`config.mk`:
```
export PLATFORM = sky130hd
export DESIGN_NAME = front_panel_menu_controller
export DESIGN_NICKNAME = d
export VERILOG_FILES = /design/src/rtl/panel_pkg.sv /design/src/rtl/front_panel_menu_controller.sv
export VERILOG_INCLUDE_DIRS = /design/src /design/src/rtl
export SDC_FILE = /design/constraint.sdc
export NUM_CORES = 1
export LEC_CHECK = 0
export ABC_AREA = 1
export BUFFER_PORTS_ARGS = -buffer_cell sky130_fd_sc_hd__buf_4
export CORE_MARGIN = 2
export CORE_UTILIZATION = 30
export CTS_CLUSTER_SIZE = 28
export DETAILED_ROUTE_END_ITERATION = 6
export GPL_ROUTABILITY_DRIVEN = 1
export MAX_ROUTING_LAYER = met4
export PLACE_DENSITY = 0.52
export SLEW_MARGIN = 25
export SYNTH_ARGS = -nofsm -noshare
export SYNTH_HDL_FRONTEND = slang
export SYNTH_SLANG_ARGS = --single-unit
```
`constraint.sdc`:
```
create_clock -name I_CLOCK -period 6 [get_ports I_CLOCK]
set_input_delay 1.2 -clock I_CLOCK [delete_from_list [all_inputs] [get_ports I_CLOCK]]
set_output_delay 1.2 -clock I_CLOCK [all_outputs]
set_load 0.05 [all_outputs]
```
`src/rtl/panel_map.svh`:
```
`ifndef PANEL_MAP_SVH
`define PANEL_MAP_SVH

// timebase
`define FP_CLK_NS           50
`define FP_TICK_MS          10
`define FP_TICK_CYCLES      (`FP_TICK_MS * 1000000 / `FP_CLK_NS)
`define FP_MS2TICK(ms)      (((ms) + `FP_TICK_MS - 1) / `FP_TICK_MS)

// press and display timing in milliseconds; test steps and passes as counts
`define FP_BACK_MIN_MS      250
`define FP_FWD_MS           1000
`define FP_HOLD_MS          5000
`define FP_PAUSE_MS         2000
`define FP_IDLE_MS          300000
`define FP_TEST_MS          15000
`define FP_TEST_STEPS       22
`define FP_TEST_PASS        11
`define FP_CONFIRM_MS       1000
`define FP_BLINK_MS         250

// register offsets
`define FP_REG_STACK_CMD    8'h00
`define FP_REG_LIMIT        8'h04
`define FP_REG_STATUS       8'h08
`define FP_REG_SWGRP        8'h0c

// reset values
`define FP_LIMIT_RST        12'h999

// menu positions and the no-decimal-point code
`define FP_ITEM_DARK        3'h0
`define FP_ITEM_SWGRP       3'h5
`define FP_ITEM_RECORD      3'h6
`define FP_ITEM_STACK       3'h7
`define FP_DP_NONE          2'h3

`endif

```
`src/rtl/panel_pkg.sv`:
```
package panel_pkg;

  typedef enum logic [1:0] {M_TEST, M_MENU, M_SET, M_CONFIRM} mode_t;

  typedef struct packed {
    logic [2:0]             sync1;
    logic [2:0]             sync2;
    logic [2:0]             sync3;
    logic [1:0]             btn;
    logic                   ext;
    logic [17:0]            tick_cnt;
    logic [4:0]             blink_cnt;
    logic                   blink;
    mode_t                  mode;
    logic [4:0]             test_step;
    logic [6:0]             test_cnt;
    logic [2:0]             item;
    logic [1:0]             sub;
    logic [7:0]             step_len;
    logic                   step_fwd;
    logic [8:0]             prog_len;
    logic                   prog_done;
    logic                   both_lock;
    logic [3:0]             cursor;
    logic [13:0]            edit_val;
    logic [7:0]             edit_sw;
    logic [1:0][3:0][13:0]  val;
    logic [1:0][7:0]        sg;
    logic                   stack;
    logic [11:0]            limit;
    logic                   op_on;
    logic [3:0]             op_code;
    logic [14:0]            idle_cnt;
    logic [6:0]             conf_cnt;
    logic [31:0]            seg;
    logic [4:0]             led;
    logic [31:0]            rdata;
  } state_t;

endpackage

```
`src/rtl/front_panel_menu_controller.sv`:
```
`timescale 1ns/1ps
`include "panel_map.svh"

module front_panel_menu_controller #(
  parameter int TICK_CYCLES = `FP_TICK_CYCLES   // cycles per 10 ms tick
) (
  input  wire logic        I_CLOCK,            // 20 MHz module clock
  input  wire logic        I_RESET_N,          // power-on reset, active low
  input  wire logic        I_STEP_BUTTON,      // reset/step button pin
  input  wire logic        I_PROGRAM_BUTTON,   // program button pin
  input  wire logic        I_BLOCK_INPUT_ONE,  // external stack select pin
  input  wire logic        I_OPERATION,        // operation event pulse
  input  wire logic [3:0]  I_OPERATION_CODE,   // code shown on operation
  input  wire logic [3:0]  I_RECORD_REG,       // recorded register number
  input  wire logic [11:0] I_RECORD_VALUE,     // recorded value, bcd
  input  wire logic [7:0]  I_ADDR,             // register address
  input  wire logic [31:0] I_WDATA,            // register write data
  input  wire logic        I_WR,               // write strobe
  input  wire logic        I_RD,               // read strobe
  output logic      [31:0] O_RDATA,            // read data, cycle after strobe
  output logic      [31:0] O_SEGMENTS,         // red,left,mid,right {dp,g..a}
  output logic      [4:0]  O_INDICATOR_LED,    // value and switchgroup leds
  output logic             O_ACTIVE_STACK,     // 0 main, 1 second stack
  output logic      [7:0]  O_SWITCHGROUP,      // active switchgroup
  output logic             O_TEST_ACTIVE       // display test running
);
  import panel_pkg::*;

  localparam int BACK_T  = `FP_MS2TICK(`FP_BACK_MIN_MS);
  localparam int FWD_T   = `FP_MS2TICK(`FP_FWD_MS);
  localparam int HOLD_T  = `FP_MS2TICK(`FP_HOLD_MS);
  localparam int PAUSE_T = `FP_MS2TICK(`FP_PAUSE_MS);
  localparam int IDLE_T  = `FP_MS2TICK(`FP_IDLE_MS);
  localparam int STEP_T  = `FP_MS2TICK(`FP_TEST_MS) / `FP_TEST_STEPS + 1;
  localparam int CONF_T  = `FP_MS2TICK(`FP_CONFIRM_MS);
  localparam int BLINK_T = `FP_MS2TICK(`FP_BLINK_MS);

  state_t st_q;
  state_t st_d;

  function automatic logic [6:0] seg7(input logic [3:0] v);
    case (v)
      4'h0:    seg7 = 7'h3f;
      4'h1:    seg7 = 7'h06;
      4'h2:    seg7 = 7'h5b;
      4'h3:    seg7 = 7'h4f;
      4'h4:    seg7 = 7'h66;
      4'h5:    seg7 = 7'h6d;
      4'h6:    seg7 = 7'h7d;
      4'h7:    seg7 = 7'h07;
      4'h8:    seg7 = 7'h7f;
      4'h9:    seg7 = 7'h6f;
      default: seg7 = 7'h00;
    endcase
  endfunction

  // three green digits with the decimal point on the digit it names
  function automatic logic [23:0] green(input logic [13:0] v);
    green = '0;
    for (int k = 0; k < 3; k++) begin
      green[8*k +: 8] = {v[13:12] == 2'(k), seg7(v[4*k +: 4])};
    end
  endfunction

  // weighted sum of the switches, 1 for switch one up to 128
  function automatic logic [11:0] bcd3(input logic [7:0] v);
    bcd3 = {4'(v / 8'd100), 4'((v % 8'd100) / 8'd10), 4'(v % 8'd10)};
  endfunction

  // last submenu position of a main menu item, zero if none
  function automatic logic [1:0] sub_last(input logic [2:0] it);
    if (it != `FP_ITEM_DARK && it <= `FP_ITEM_SWGRP) begin
      sub_last = 2'h2;
    end else if (it == `FP_ITEM_STACK) begin
      sub_last = 2'h1;
    end else begin
      sub_last = 2'h0;
    end
  endfunction

  // next state of the whole panel
  always_comb begin
    logic        tick;
    logic [1:0]  press;
    logic [1:0]  rel;
    logic        free;
    logic        both_ev;
    logic        fwd;
    logic        back;
    logic        dark;
    logic        ok;
    logic        tgt;
    logic [1:0]  vi;
    logic [13:0] shown;
    logic [7:0]  red;
    logic [23:0] grn;
    logic [4:0]  s;
    tick    = 1'b0;
    press   = '0;
    rel     = '0;
    free    = 1'b0;
    both_ev = 1'b0;
    fwd     = 1'b0;
    back    = 1'b0;
    ok      = 1'b0;
    red     = '0;
    grn     = '0;
    s       = '0;
    dark    = 1'b0;
    tgt     = 1'b0;
    vi      = '0;
    shown   = '0;
    st_d    = st_q;

    // slow timebase; press lengths are counted in ticks
    tick = (st_q.tick_cnt == 18'(TICK_CYCLES - 1));
    st_d.tick_cnt = tick ? 18'h0 : st_q.tick_cnt + 18'h1;

    // pins pass three flops; buttons sampled per tick to ride out bounce
    st_d.sync1 = {I_BLOCK_INPUT_ONE, I_PROGRAM_BUTTON, I_STEP_BUTTON};
    st_d.sync2 = st_q.sync1;
    st_d.sync3 = st_q.sync2;
    for (int i = 0; i < 2; i++) begin
      if (tick && st_q.sync2[i] == st_q.sync3[i]) st_d.btn[i] = st_q.sync3[i];
    end
    if (st_q.sync2[2] == st_q.sync3[2]) st_d.ext = st_q.sync3[2];
    press = st_d.btn & ~st_q.btn;
    rel   = st_q.btn & ~st_d.btn;

    // flash phase shared by every flashing digit
    if (tick) begin
      st_d.blink_cnt = st_q.blink_cnt + 5'h1;
      if (st_q.blink_cnt == 5'(BLINK_T - 1)) begin
        st_d.blink_cnt = '0;
        st_d.blink     = ~st_q.blink;
      end
    end

    // stack selection: external level change, then serial command
    if (st_d.ext != st_q.ext) st_d.stack = st_d.ext;
    if (I_WR && I_ADDR == `FP_REG_STACK_CMD) st_d.stack = I_WDATA[0];
    if (I_WR && I_ADDR == `FP_REG_LIMIT) st_d.limit = I_WDATA[11:0];

    // latched operation indicator; a new event beats the clearing press
    if (press[0]) st_d.op_on = 1'b0;
    if (I_OPERATION) begin
      st_d.op_on   = 1'b1;
      st_d.op_code = I_OPERATION_CODE;
    end

    // press lengths, saturating so a long hold cannot wrap
    if (tick && st_q.btn[0] && st_q.step_len != 8'hff) st_d.step_len = st_q.step_len + 8'h1;
    if (tick && st_q.btn[1] && st_q.prog_len != 9'(HOLD_T)) begin
      st_d.prog_len = st_q.prog_len + 9'h1;
    end

    // both buttons: one event, then every single action but the indicator-clearing and test-aborting step press is muted until release
    if (st_d.btn == 2'b11 && !st_q.both_lock) begin
      st_d.both_lock = 1'b1;
      both_ev        = 1'b1;
    end
    if (st_d.btn == 2'b00) st_d.both_lock = 1'b0;
    free = !st_q.both_lock && !both_ev;

    // inactivity counter; the dark idle position needs no timeout
    dark = (st_q.item == `FP_ITEM_DARK) && (st_q.sub == 2'h0);
    if (press != 2'b00) begin
      st_d.idle_cnt = '0;
    end else if (tick && st_q.mode != M_TEST && !(st_q.mode == M_MENU && dark)) begin
      st_d.idle_cnt = st_q.idle_cnt + 15'h1;
    end

    tgt = (st_q.sub == 2'h0) ? st_q.stack : st_q.sub[1];
    vi  = 2'(st_q.item - 3'h1);

    case (st_q.mode)
      // protection keeps running; nothing here gates it
      M_TEST: begin
        if (tick) begin
          st_d.test_cnt = st_q.test_cnt + 7'h1;
          if (st_q.test_cnt == 7'(STEP_T - 1)) begin
            st_d.test_cnt  = '0;
            st_d.test_step = st_q.test_step + 5'h1;
            if (st_q.test_step == 5'(`FP_TEST_STEPS - 1)) st_d.mode = M_MENU;
          end
        end
        if (press[0]) st_d.mode = M_MENU;
      end
      M_MENU: begin
        // forward fires while held; a repeat at dark waits longer
        if (free && tick && st_q.btn[0] && st_q.step_len ==
            8'(((dark && st_q.step_fwd) ? PAUSE_T : FWD_T) - 1)) begin
          fwd           = 1'b1;
          st_d.step_len = '0;
          st_d.step_fwd = 1'b1;
        end
        if (free && rel[0] && !st_q.step_fwd && st_q.step_len >= 8'(BACK_T) && !dark) begin
          back = 1'b1;
        end
        if (fwd) begin
          if (st_q.sub != 2'h0) begin
            st_d.sub = (st_q.sub == sub_last(st_q.item)) ? 2'h0 : st_q.sub + 2'h1;
          end else begin
            st_d.item = st_q.item + 3'h1;
          end
        end
        if (back) begin
          if (st_q.sub != 2'h0) st_d.sub = st_q.sub - 2'h1;
          else st_d.item = st_q.item - 3'h1;
        end
        // long program hold opens setting mode on the current value
        if (free && tick && st_q.btn[1] && st_q.prog_len == 9'(HOLD_T - 1) &&
            sub_last(st_q.item) != 2'h0) begin
          st_d.mode      = M_SET;
          st_d.cursor    = '0;
          st_d.edit_val  = st_q.item == `FP_ITEM_STACK ? {`FP_DP_NONE, 11'h0, st_q.stack} :
                           st_q.val[tgt][vi];
          st_d.edit_sw   = st_q.sg[tgt];
          st_d.prog_done = 1'b1;
        end
        if (free && rel[1] && !st_q.prog_done && st_q.prog_len >= 9'(FWD_T) &&
            st_q.sub == 2'h0 && sub_last(st_q.item) != 2'h0) begin
          st_d.sub = 2'h1;
        end
      end
      M_SET: begin
        if (free && tick && st_q.btn[1] && st_q.prog_len == 9'(HOLD_T - 1)) begin
          st_d.mode      = M_MENU;
          st_d.prog_done = 1'b1;
        end
        if (free && rel[1] && !st_q.prog_done) begin
          st_d.cursor = (st_q.cursor == (st_q.item == `FP_ITEM_SWGRP ? 4'h8 : 4'h4)) ?
                        4'h0 : st_q.cursor + 4'h1;
        end
        if (free && rel[0] && st_q.cursor != 4'h0) begin
          if (st_q.item == `FP_ITEM_SWGRP) begin
            st_d.edit_sw[3'(st_q.cursor - 4'h1)] = ~st_q.edit_sw[3'(st_q.cursor - 4'h1)];
          end else if (st_q.cursor == 4'h4) begin
            st_d.edit_val[13:12] = st_q.edit_val[13:12] + 2'h1;
          end else begin
            for (int k = 0; k < 3; k++) begin
              if (st_q.cursor == 4'(k + 1)) begin
                st_d.edit_val[4*k +: 4] = (st_q.edit_val[4*k +: 4] >= 4'h9) ?
                                          4'h0 : st_q.edit_val[4*k +: 4] + 4'h1;
              end
            end
          end
        end
        if (both_ev) begin
          if (st_q.item == `FP_ITEM_SWGRP) begin
            ok = 1'b1;
            st_d.sg[tgt] = st_q.edit_sw;
          end else if (st_q.item == `FP_ITEM_STACK) begin
            ok = st_q.edit_val[11:0] <= 12'h001;
            if (ok) st_d.stack = st_q.edit_val[0];
          end else begin
            ok = st_q.edit_val[11:0] != 12'h000 && st_q.edit_val[11:0] <= st_q.limit;
            if (ok) st_d.val[tgt][vi] = st_q.edit_val;
          end
          st_d.mode     = ok ? M_CONFIRM : M_MENU;
          st_d.conf_cnt = '0;
        end
      end
      M_CONFIRM: begin
        if (tick) begin
          st_d.conf_cnt = st_q.conf_cnt + 7'h1;
          if (st_q.conf_cnt == 7'(CONF_T - 1)) st_d.mode = M_MENU;
        end
      end
      default: st_d.mode = M_MENU;
    endcase

    // a release ends the measurement of that button
    if (rel[0]) begin
      st_d.step_len = '0;
      st_d.step_fwd = 1'b0;
    end
    if (rel[1]) begin
      st_d.prog_len  = '0;
      st_d.prog_done = 1'b0;
    end

    // untouched for five minutes: back to the dark normal state
    if (st_q.idle_cnt >= 15'(IDLE_T)) begin
      st_d.mode     = M_MENU;
      st_d.item     = `FP_ITEM_DARK;
      st_d.sub      = 2'h0;
      st_d.idle_cnt = '0;
    end

    // value on the green digits in the menus
    if (st_q.item == `FP_ITEM_RECORD) begin
      shown = {`FP_DP_NONE, I_RECORD_VALUE};
    end else if (st_q.item == `FP_ITEM_SWGRP) begin
      shown = {`FP_DP_NONE, bcd3(st_q.sg[tgt])};
    end else if (st_q.item == `FP_ITEM_STACK) begin
      shown = {`FP_DP_NONE, 11'h0, st_q.stack};
    end else begin
      shown = st_q.val[tgt][vi];
    end
    if (st_q.item == `FP_ITEM_RECORD) red = {1'b0, seg7(I_RECORD_REG)};
    else if (st_q.sub == 2'h0) red = {1'b0, seg7({1'b0, st_q.item})};
    else red = {1'b0, seg7({2'h0, st_q.sub})};

    // display image; registered so the segment pins never glitch
    st_d.seg = '0;
    case (st_q.mode)
      M_TEST: begin
        s = (st_q.test_step < 5'(`FP_TEST_PASS)) ? st_q.test_step :
            st_q.test_step - 5'(`FP_TEST_PASS);
        if (s < 5'h6) st_d.seg = {4{8'(8'h01 << s)}};
        else if (s == 5'h6) st_d.seg = {4{8'h80}};
        for (int k = 0; k < 4; k++) begin
          if (s == 5'(10 - k)) st_d.seg[8*k +: 8] = 8'h40;
        end
      end
      M_MENU: begin
        if (dark) begin
          if (st_q.op_on) st_d.seg[31:24] = {1'b0, seg7(st_q.op_code)};
        end else begin
          if (st_q.sub != 2'h0 && st_q.blink) red = '0;
          st_d.seg = {red, green(shown)};
        end
      end
      M_SET: begin
        if (st_q.item == `FP_ITEM_SWGRP && st_q.cursor != 4'h0) begin
          red = {1'b0, seg7(st_q.cursor)};
          grn = {16'h0, 1'b0, seg7({3'h0, st_q.edit_sw[3'(st_q.cursor - 4'h1)]})};
          if (st_q.blink) grn = '0;
        end else begin
          grn = green(st_q.item == `FP_ITEM_SWGRP ? {`FP_DP_NONE, bcd3(st_q.edit_sw)} :
                      st_q.edit_val);
          if (st_q.blink && st_q.cursor == 4'h4) grn = grn & 24'h7f7f7f;
          for (int k = 0; k < 3; k++) begin
            if (st_q.blink && st_q.cursor == 4'(k + 1)) grn[8*k +: 8] = 8'h00;
          end
        end
        st_d.seg = {red, grn};
        if (st_q.blink && st_q.cursor == 4'h0) st_d.seg = '0;
      end
      M_CONFIRM: st_d.seg = {red, 24'h404040};
      default:   st_d.seg = '0;
    endcase

    // indicator of the value or switchgroup on show, kept in submenus
    st_d.led = '0;
    // value items only; the switchgroup has its own lamp and must not light a value one
    if (st_q.mode != M_TEST && st_q.item != `FP_ITEM_DARK && st_q.item < `FP_ITEM_SWGRP) begin
      st_d.led[vi + 3'h0] = 1'b1;
    end
    if (st_q.mode != M_TEST && st_q.item == `FP_ITEM_SWGRP) st_d.led[4] = 1'b1;

    // register read; data stand only in the cycle after the strobe
    st_d.rdata = '0;
    if (I_RD) begin
      case (I_ADDR)
        `FP_REG_STACK_CMD: st_d.rdata = {31'h0, st_q.stack};
        `FP_REG_LIMIT:     st_d.rdata = {20'h0, st_q.limit};
        `FP_REG_STATUS:    st_d.rdata = {18'h0, st_q.mode == M_TEST, st_q.op_on, st_q.stack,
                                         st_q.mode, st_q.cursor, st_q.sub, st_q.item};
        `FP_REG_SWGRP:     st_d.rdata = {24'h0, st_q.sg[st_q.stack]};
        default:           st_d.rdata = '0;
      endcase
    end
  end

  // single state register; stored settings are lost on power loss here
  always_ff @(posedge I_CLOCK or negedge I_RESET_N) begin
    if (!I_RESET_N) begin
      st_q       <= '0;
      st_q.limit <= `FP_LIMIT_RST;
    end else begin
      st_q <= st_d;
    end
  end

  // outputs straight from the state register
  assign O_RDATA         = st_q.rdata;
  assign O_SEGMENTS      = st_q.seg;
  assign O_INDICATOR_LED = st_q.led;
  assign O_ACTIVE_STACK  = st_q.stack;
  assign O_SWITCHGROUP   = st_q.sg[st_q.stack];
  assign O_TEST_ACTIVE   = (st_q.mode == M_TEST);

endmodule // front_panel_menu_controller

```
==> results of run 1 <==
cell usage in the layout (no fill, tap or decap), drive strengths merged, types with 12 or more instances in the layout:
| master | instances |
|---|---|
| clkinv | 17 |
| nand3 | 190 |
| o221ai | 12 |
| xor2 | 35 |
| o211ai | 58 |
| inv | 334 |
| or2 | 30 |
| nor4 | 15 |
| a21oi | 134 |
| ha | 107 |
| o21ai | 316 |
| conb | 18 |
| nand4 | 37 |
| o22ai | 19 |
| nor3 | 50 |
| dfrtp | 314 |
| nand2 | 625 |
| nor2 | 220 |
| buf | 132 |
| clkbuf | 58 |
worst max path at each step:
stage	slack (ps)	depth (start not counted)	end
3_3_place_gp	610	38	O_SEGMENTS[11]$_DFF_PN0_
3_5_place_dp	570	38	O_SEGMENTS[11]$_DFF_PN0_
4_1_cts	540	38	O_SEGMENTS[11]$_DFF_PN0_
5_1_grt	130	37	O_SEGMENTS[9]$_DFF_PN0_
6_report	550	38	O_SEGMENTS[11]$_DFF_PN0_
2_1_floorplan	1510	40	O_SEGMENTS[11]$_DFF_PN0_
cell type report:
class                           count  area (um^2)
Antenna cell                        3        7.507
Clock buffer                       58         1190
Clock inverter                     17        252.7
Fill cell                        7375        44900
Inverter                          340         1279
Multi-Input combinational cell   1948        10460
Sequential cell                   320         8015
Tap cell                          882         1104
Timing Repair Buffer              132         1023
cells by family after synthesis:
| group | after synthesis | share of synthesized area (%) |
|---|---|---|
| AO/OA/AOI/OAI | 596 | 16.62 |
| other | 1 | 0.01822 |
| AND/OR/NAND/NOR | 1187 | 25.47 |
| buffers and inverters | 498 | 10.63 |
| XOR/XNOR | 38 | 1.708 |
| multiplexers | 1 | 0.05471 |
| adder cells (fa/ha/maj) | 108 | 6.553 |
| flip-flops | 320 | 38.94 |
per-layer routing:
layer  vias to the layer above  GRT usage [%]  wire length (um)
met4                         0          5.360              1696
met2                       371          29.14             29160
li1                       9075              -                 -
met1                      8669          24.47             29540
met5                         -              -                 0
met3                        90          2.320              2704
power groups by stage:
stage | registers [mW] | logic, mW | clock network (mW)
after global placement | 2.22 | 0.707 | 0
after floorplan | 2.22 | 0.496 | 0
final | 2.18 | 0.705 | 2.61
after detailed placement | 2.22 | 0.705 | 0
after global routing | 2.19 | 0.792 | 2.77
after CTS | 2.18 | 0.709 | 2.68
through the flow:
stage / cells / setup slack (ps) / utilization, % / hold WS (ps)
after floorplan: 2766 / 1514 / - / 331.2
after global placement: 3622 / 606.7 / 32.05 / 342.3
after detailed placement: 3622 / 570.2 / 32.06 / 345.7
after CTS: 3697 / 539.9 / 34.17 / 359.0
after global routing: 3700 / 132.6 / 34.19 / 360.1
final: 3700 / 546.0 / 34.19 / 353.3
state kept, by name (all words and copies together) (netlist names):
register	count
O_ACTIVE_STACK	1
st_d	6
O_INDICATOR_LED	5
O_SEGMENTS	32
O_RDATA	14
st_q	262
==> metrics, run 1 <==
required time at the endpoint of the critical path roughly 6500 ps; share of total power in the clock network between 40 and 50%; ys async rst share 100.0%; fin. max-slew vios 0; peak supply drop 0.1713 mV; Worst Min Path Start st_d[333]$_DFF_PN0_; effective utilization at floorplan slightly above 30%; proportion of netlist area held by the largest area contributor a little under two fifths; combined global-route utilization of all metal layers 18.33%; Vias/cell between 4 and 5; max-cap viol count 0; cell count of the worst reg-to-reg path 38; Hold Violations, Final 0; worst-case clock skew 40.15 ps; hold_buf cts 0; critical path launch point st_q[284]$_DFFE_PN0P_; CTS tree built; Residual DRC 0; Main synth FF type sky130_fd_sc_hd__dfrtp_1; first-pass iteration count of the detailed router 5; cells taking the most area after synthesis sky130_fd_sc_hd__dfrtp_1 38%, sky130_fd_sc_hd__nand2_1 11%, sky130_fd_sc_hd__o21ai_0 7.0%; kind of cell adding the most delay to the critical path simple AND/OR/NAND/NOR gates; Post CTS Setup Buffer Count 0; Mapped Avg Cell Area roughly 7.5 um^2; leftover overflow at the end of global routing 0; worst hold path class reg -> reg; share of power burned in registers about two fifths; largest area contributor in the synthesized netlist sky130_fd_sc_hd__dfrtp_1; Die Area between 70000 and 80000 um^2; cell leakage power between 10 and 15 nW; final layout net count slightly below 3000; hold path cells 0; Crit-path slowest cell sky130_fd_sc_hd__dfrtp_1; post-synthesis to final-layout area growth 13.33%; most common cell in the synthesized netlist sky130_fd_sc_hd__nand2_1; share of cells above drive strength 1 around 11%; Clk Latency, worst-skew pair approximately 600 ps; number of different library cells in the post-synthesis netlist between 60 and 70; Slew Limit Headroom 34.23%; status finished, final reports clean; sequential area share after synthesis 38.94%; number of levels in the clock H-tree 2; endpoint arrival time on the critical path between 5000 and 6000 ps; average detailed-routed wire length per instance 17.05 um; antenna-violating nets left 0; Longest Clk Path Bufs 3; total detailed-routing wirelength 63.10 mm; Critical path buffers and inverters 6; total negative slack 0 ps; fraction of power spent switching nets between 20% and 30%; Resized cells post-CTS 0; die height ~270 um; maximum clock rate 0.1834 GHz; Seq cells post-synth 320; setup violators final 0; synth cell count leaders 588 x sky130_fd_sc_hd__nand2_1, 320 x sky130_fd_sc_hd__inv_1, 314 x sky130_fd_sc_hd__dfrtp_1; total vias in the final route approximately 18000; total standard cell area after synthesis 20580 um^2; critical register-to-register path startpoint st_q[284]$_DFFE_PN0P_; Final period util a little over 90%; cell occurring most often along the worst timing path sky130_fd_sc_hd__nand2_1; IO Pins roughly 150; width of the die between 200 and 300 um; core area slightly below 70000 um^2; clock tree root driver cell sky130_fd_sc_hd__clkbuf_16; cell area after placement approximately 22000 um^2; First DRT Iteration DRCs ~1300; CP peak stage delay between 400 and 500 ps; number of synthesized flops with an enable pin 0; largest fanout on the critical path 11; antenna violations before repair 3; kind of critical path reg -> reg; YS warnings 0; pin count of the biggest net entering global routing 87; routability congestion estimate between 0.9 and 1; quantity of I/O buffers inserted on ports roughly 110; Net Switching 1.534 mW; standard-cell rows between 90 and 100; final period demand of the worst path 5454 ps; TritonCTS Sinks 320; Post-Layout Inst Area about 23000 um^2; HPWL after detailed placement between 40 and 50 mm; CP endpoint kind flop; clock-pin transition on the worst setup and hold timing paths 60 ps; unrepaired setup endpoints after global routing no; Inserted Clock Buffers 41; transition at the pin with the smallest max-transition slack a little under 1000 ps; global-route wire length before repair about 100 mm; Cell Int Power around 4.0 mW; power density over the cells around 240 nW/um^2; startpoint type of the worst setup path flop; Post-Syn Instances roughly 2700; PnR Total Power approximately 5.5 mW; slack of the worst reg-to-reg path ~550 ps; Logic pwr share ~13%; end point of the most critical hold path st_d[330]$_DFF_PN0_; via count of the first global-routing pass roughly 17000; capture point of the worst reg-to-reg path O_SEGMENTS[11]$_DFF_PN0_
(Power assumes the default switching activity.)
==> run 2: changes to the inputs <==
- ABC_CLOCK_PERIOD_IN_PS: not set -> 4900
- PLACE_DENSITY: 0.52 -> 0.54
- clock period: 6 -> 4.9 ns (I/O delays scaled with it)
==> metrics, run 2 (synthesis results as in run 1) <==
quantity of I/O buffers inserted on ports 108 (unchanged); TritonCTS Sinks 320 (unchanged); share of power burned in registers 39.4% (-0.3 points); average detailed-routed wire length per instance 17.10 um (+0.26%); pin count of the biggest net entering global routing 92 (+5.7%); clock tree root driver cell sky130_fd_sc_hd__clkbuf_16; Longest Clk Path Bufs 3 (unchanged); final period demand of the worst path 4482 ps (-972.3 ps); largest fanout on the critical path 6 (-5); most frequent cells in the layout 581 x sky130_fd_sc_hd__nand2_1, 317 x sky130_fd_sc_hd__inv_1, 314 x sky130_fd_sc_hd__dfrtp_1; most flop-heavy register st_q; core area 68230 um^2 (unchanged); power density over the cells 286.7 nW/um^2 (+22%); Die Area 70720 um^2 (unchanged); peak supply drop 0.2322 mV (+36%); Logic pwr share 13.2% (+0.4 points); final layout net count 2991 (+1.1%); post-synthesis to final-layout area growth 14.76%; transition at the pin with the smallest max-transition slack 933.1 ps (-49.91 ps); Final period util 91.46% (+0.56 points); cell area after placement 22070 um^2 (+0.90%); first-pass iteration count of the detailed router 6 (+1); worst-case clock skew 29.23 ps (-10.92 ps); share of cells above drive strength 1 12.83% (+1.5 points); required time at the endpoint of the critical path 5420 ps (-1090 ps); slack of the worst reg-to-reg path 420 ps (-130 ps); max-cap viol count 0 (unchanged); unrepaired setup endpoints after global routing yes; First DRT Iteration DRCs 1535 (+23%); Crit-path slowest cell sky130_fd_sc_hd__dfrtp_1; standard-cell rows 96 (unchanged); endpoint arrival time on the critical path 5000 ps (-970 ps); cell leakage power 11.59 nW (+1.5%); width of the die 265.9 um (unchanged); flip-flop count of the largest register, all copies and words added 262 (unchanged); Slew Limit Headroom 37.32% (+3.1 points); Net Switching 1.890 mW (+23%); worst hold path class reg -> reg; CTS tree built; total detailed-routing wirelength 63.74 mm (+1.0%); status finished, final reports clean; Residual DRC 0 (unchanged); Critical path buffers and inverters 7 (+1); fraction of power spent switching nets 27.90% (about the same); die height 265.9 um (unchanged); smallest hold slack 347.6 ps (-5.753 ps); Cell Int Power 4.883 mW (+23%); hold_buf cts 0 (unchanged); effective utilization at floorplan 30.17% (unchanged); CP peak stage delay 390 ps (-80 ps); Inserted Clock Buffers 40 (-2.4%); antenna-violating nets left 0 (unchanged); antenna violations before repair 1 (-2); global-route wire length before repair 99.08 mm (-0.45%); Post-Layout Inst Area 23620 um^2 (+1.3%); critical register-to-register path startpoint st_q[284]$_DFFE_PN0P_; number of levels in the clock H-tree 2 (unchanged); leftover overflow at the end of global routing 0 (unchanged); Clk Latency, worst-skew pair 590 ps (about the same); combined global-route utilization of all metal layers 18.39% (+0.053 points); via count of the first global-routing pass 17430 (+0.16%); total vias in the final route 18350 (+0.79%); IO Pins 147 (unchanged); Hold Violations, Final 0 (unchanged); fin. max-slew vios 0 (unchanged); kind of cell adding the most delay to the critical path simple AND/OR/NAND/NOR gates; maximum clock rate 0.2231 GHz (+22%); kind of critical path reg -> reg; startpoint type of the worst setup path flop; CP endpoint kind flop; share of total power in the clock network 47.4% (about the same); cell count of the worst reg-to-reg path 36 (-5.3%); clock-pin transition on the worst setup and hold timing paths 70 ps (about the same); routability congestion estimate 0.9120 (-0.38%); HPWL after detailed placement 46.55 mm (+2.1%); Crit path depth 36 (-5.3%); critical path launch point st_q[284]$_DFFE_PN0P_; capture point of the worst reg-to-reg path O_SEGMENTS[3]$_DFF_PN0_; Vias/cell 4.922 (about the same); setup violators final 0 (unchanged); most common cell after layout, fill and taps aside sky130_fd_sc_hd__nand2_1; last element of the critical path O_SEGMENTS[3]$_DFF_PN0_
-- run 2: cell count changes in the layout (fill, tap and decap cells not counted), sizes merged --
| cell | before | now |
|---|---|---|
| buf | 132 | 166 |
| bufinv | 4 | 5 |
| clkbuf | 58 | 55 |
| inv | 334 | 335 |
| diode | 3 | 1 |
| clkinv | 17 | 14 |
-- run 2: area by class of cell --
cell class	instances	area (um^2)
diodes	1	2.502
repair buffers	166	1279
clock buffers	55	1157
multi-input cells	1948	10510
well taps	882	1104
flip-flops and latches	320	8015
inverters	340	1281
clock inverters	16	269.0
fillers	7269	44610
-- run 2: layer usage --
| layer | global-route usage, % | wire length (um) | vias up |
|---|---|---|---|
| met1 | 24.24 | 29120 | 8628 |
| met4 | 5.648 | 1766 | 0 |
| met2 | 29.60 | 29650 | 479 |
| met3 | 2.153 | 3209 | 82 |
| li1 | - | - | 9160 |
| met5 | - | 0 | - |
-- run 2: stage by stage --
step	total power [mW]	setup slack, ps	setup TNS (ps)	instances	utilization (%)
final	6.773	418.3	0	3728	34.62
after global routing	7.087	-0.4032	-0.4032	3728	34.62
after CTS	6.866	11.29	0	3720	34.43
after detailed placement	3.601	42.77	0	3649	32.34
after global placement	3.602	69.85	0	3649	32.34
after floorplan	3.328	413.7	0	2766	-
-- run 2: power groups by stage --
stage,Combinational [mW],Clock [mW],Sequential [mW]
6_report,0.896,3.21,2.67
5_1_grt,1.01,3.41,2.67
4_1_cts,0.889,3.31,2.67
3_5_place_dp,0.884,0,2.72
3_3_place_gp,0.885,0,2.72
2_1_floorplan,0.607,0,2.72
-- run 2: how the worst min path moves through the flow --
stage | start | to | slack, ps | depth (start not counted)
final | st_d[334]$_DFF_PN0_ | st_d[331]$_DFF_PN0_ | 350 | 0
after CTS | st_d[334]$_DFF_PN0_ | st_d[331]$_DFF_PN0_ | 350 | 0
after global placement | st_d[334]$_DFF_PN0_ | st_d[331]$_DFF_PN0_ | 340 | 0
after global routing | st_d[334]$_DFF_PN0_ | st_d[331]$_DFF_PN0_ | 370 | 0
after detailed placement | st_d[334]$_DFF_PN0_ | st_d[331]$_DFF_PN0_ | 340 | 0
after floorplan | st_d[332]$_DFF_PN0_ | st_d[329]$_DFF_PN0_ | 330 | 0
-- run 2: what timing repair did --
action	4_1_cts	5_1_grt
gates resized for setup	0	21
buffers inserted	0	7
setup endpoints to repair	0	14
-- run 2: worst reg2reg max path: cells and delay by family, from the launching register on --
family,cells,cell delay (ps)
AO/OA/AOI/OAI,2,340
adder cells (fa/ha/maj),3,650
buffers and inverters,7,500
flip-flops,1,390
AND/OR/NAND/NOR,24,2550
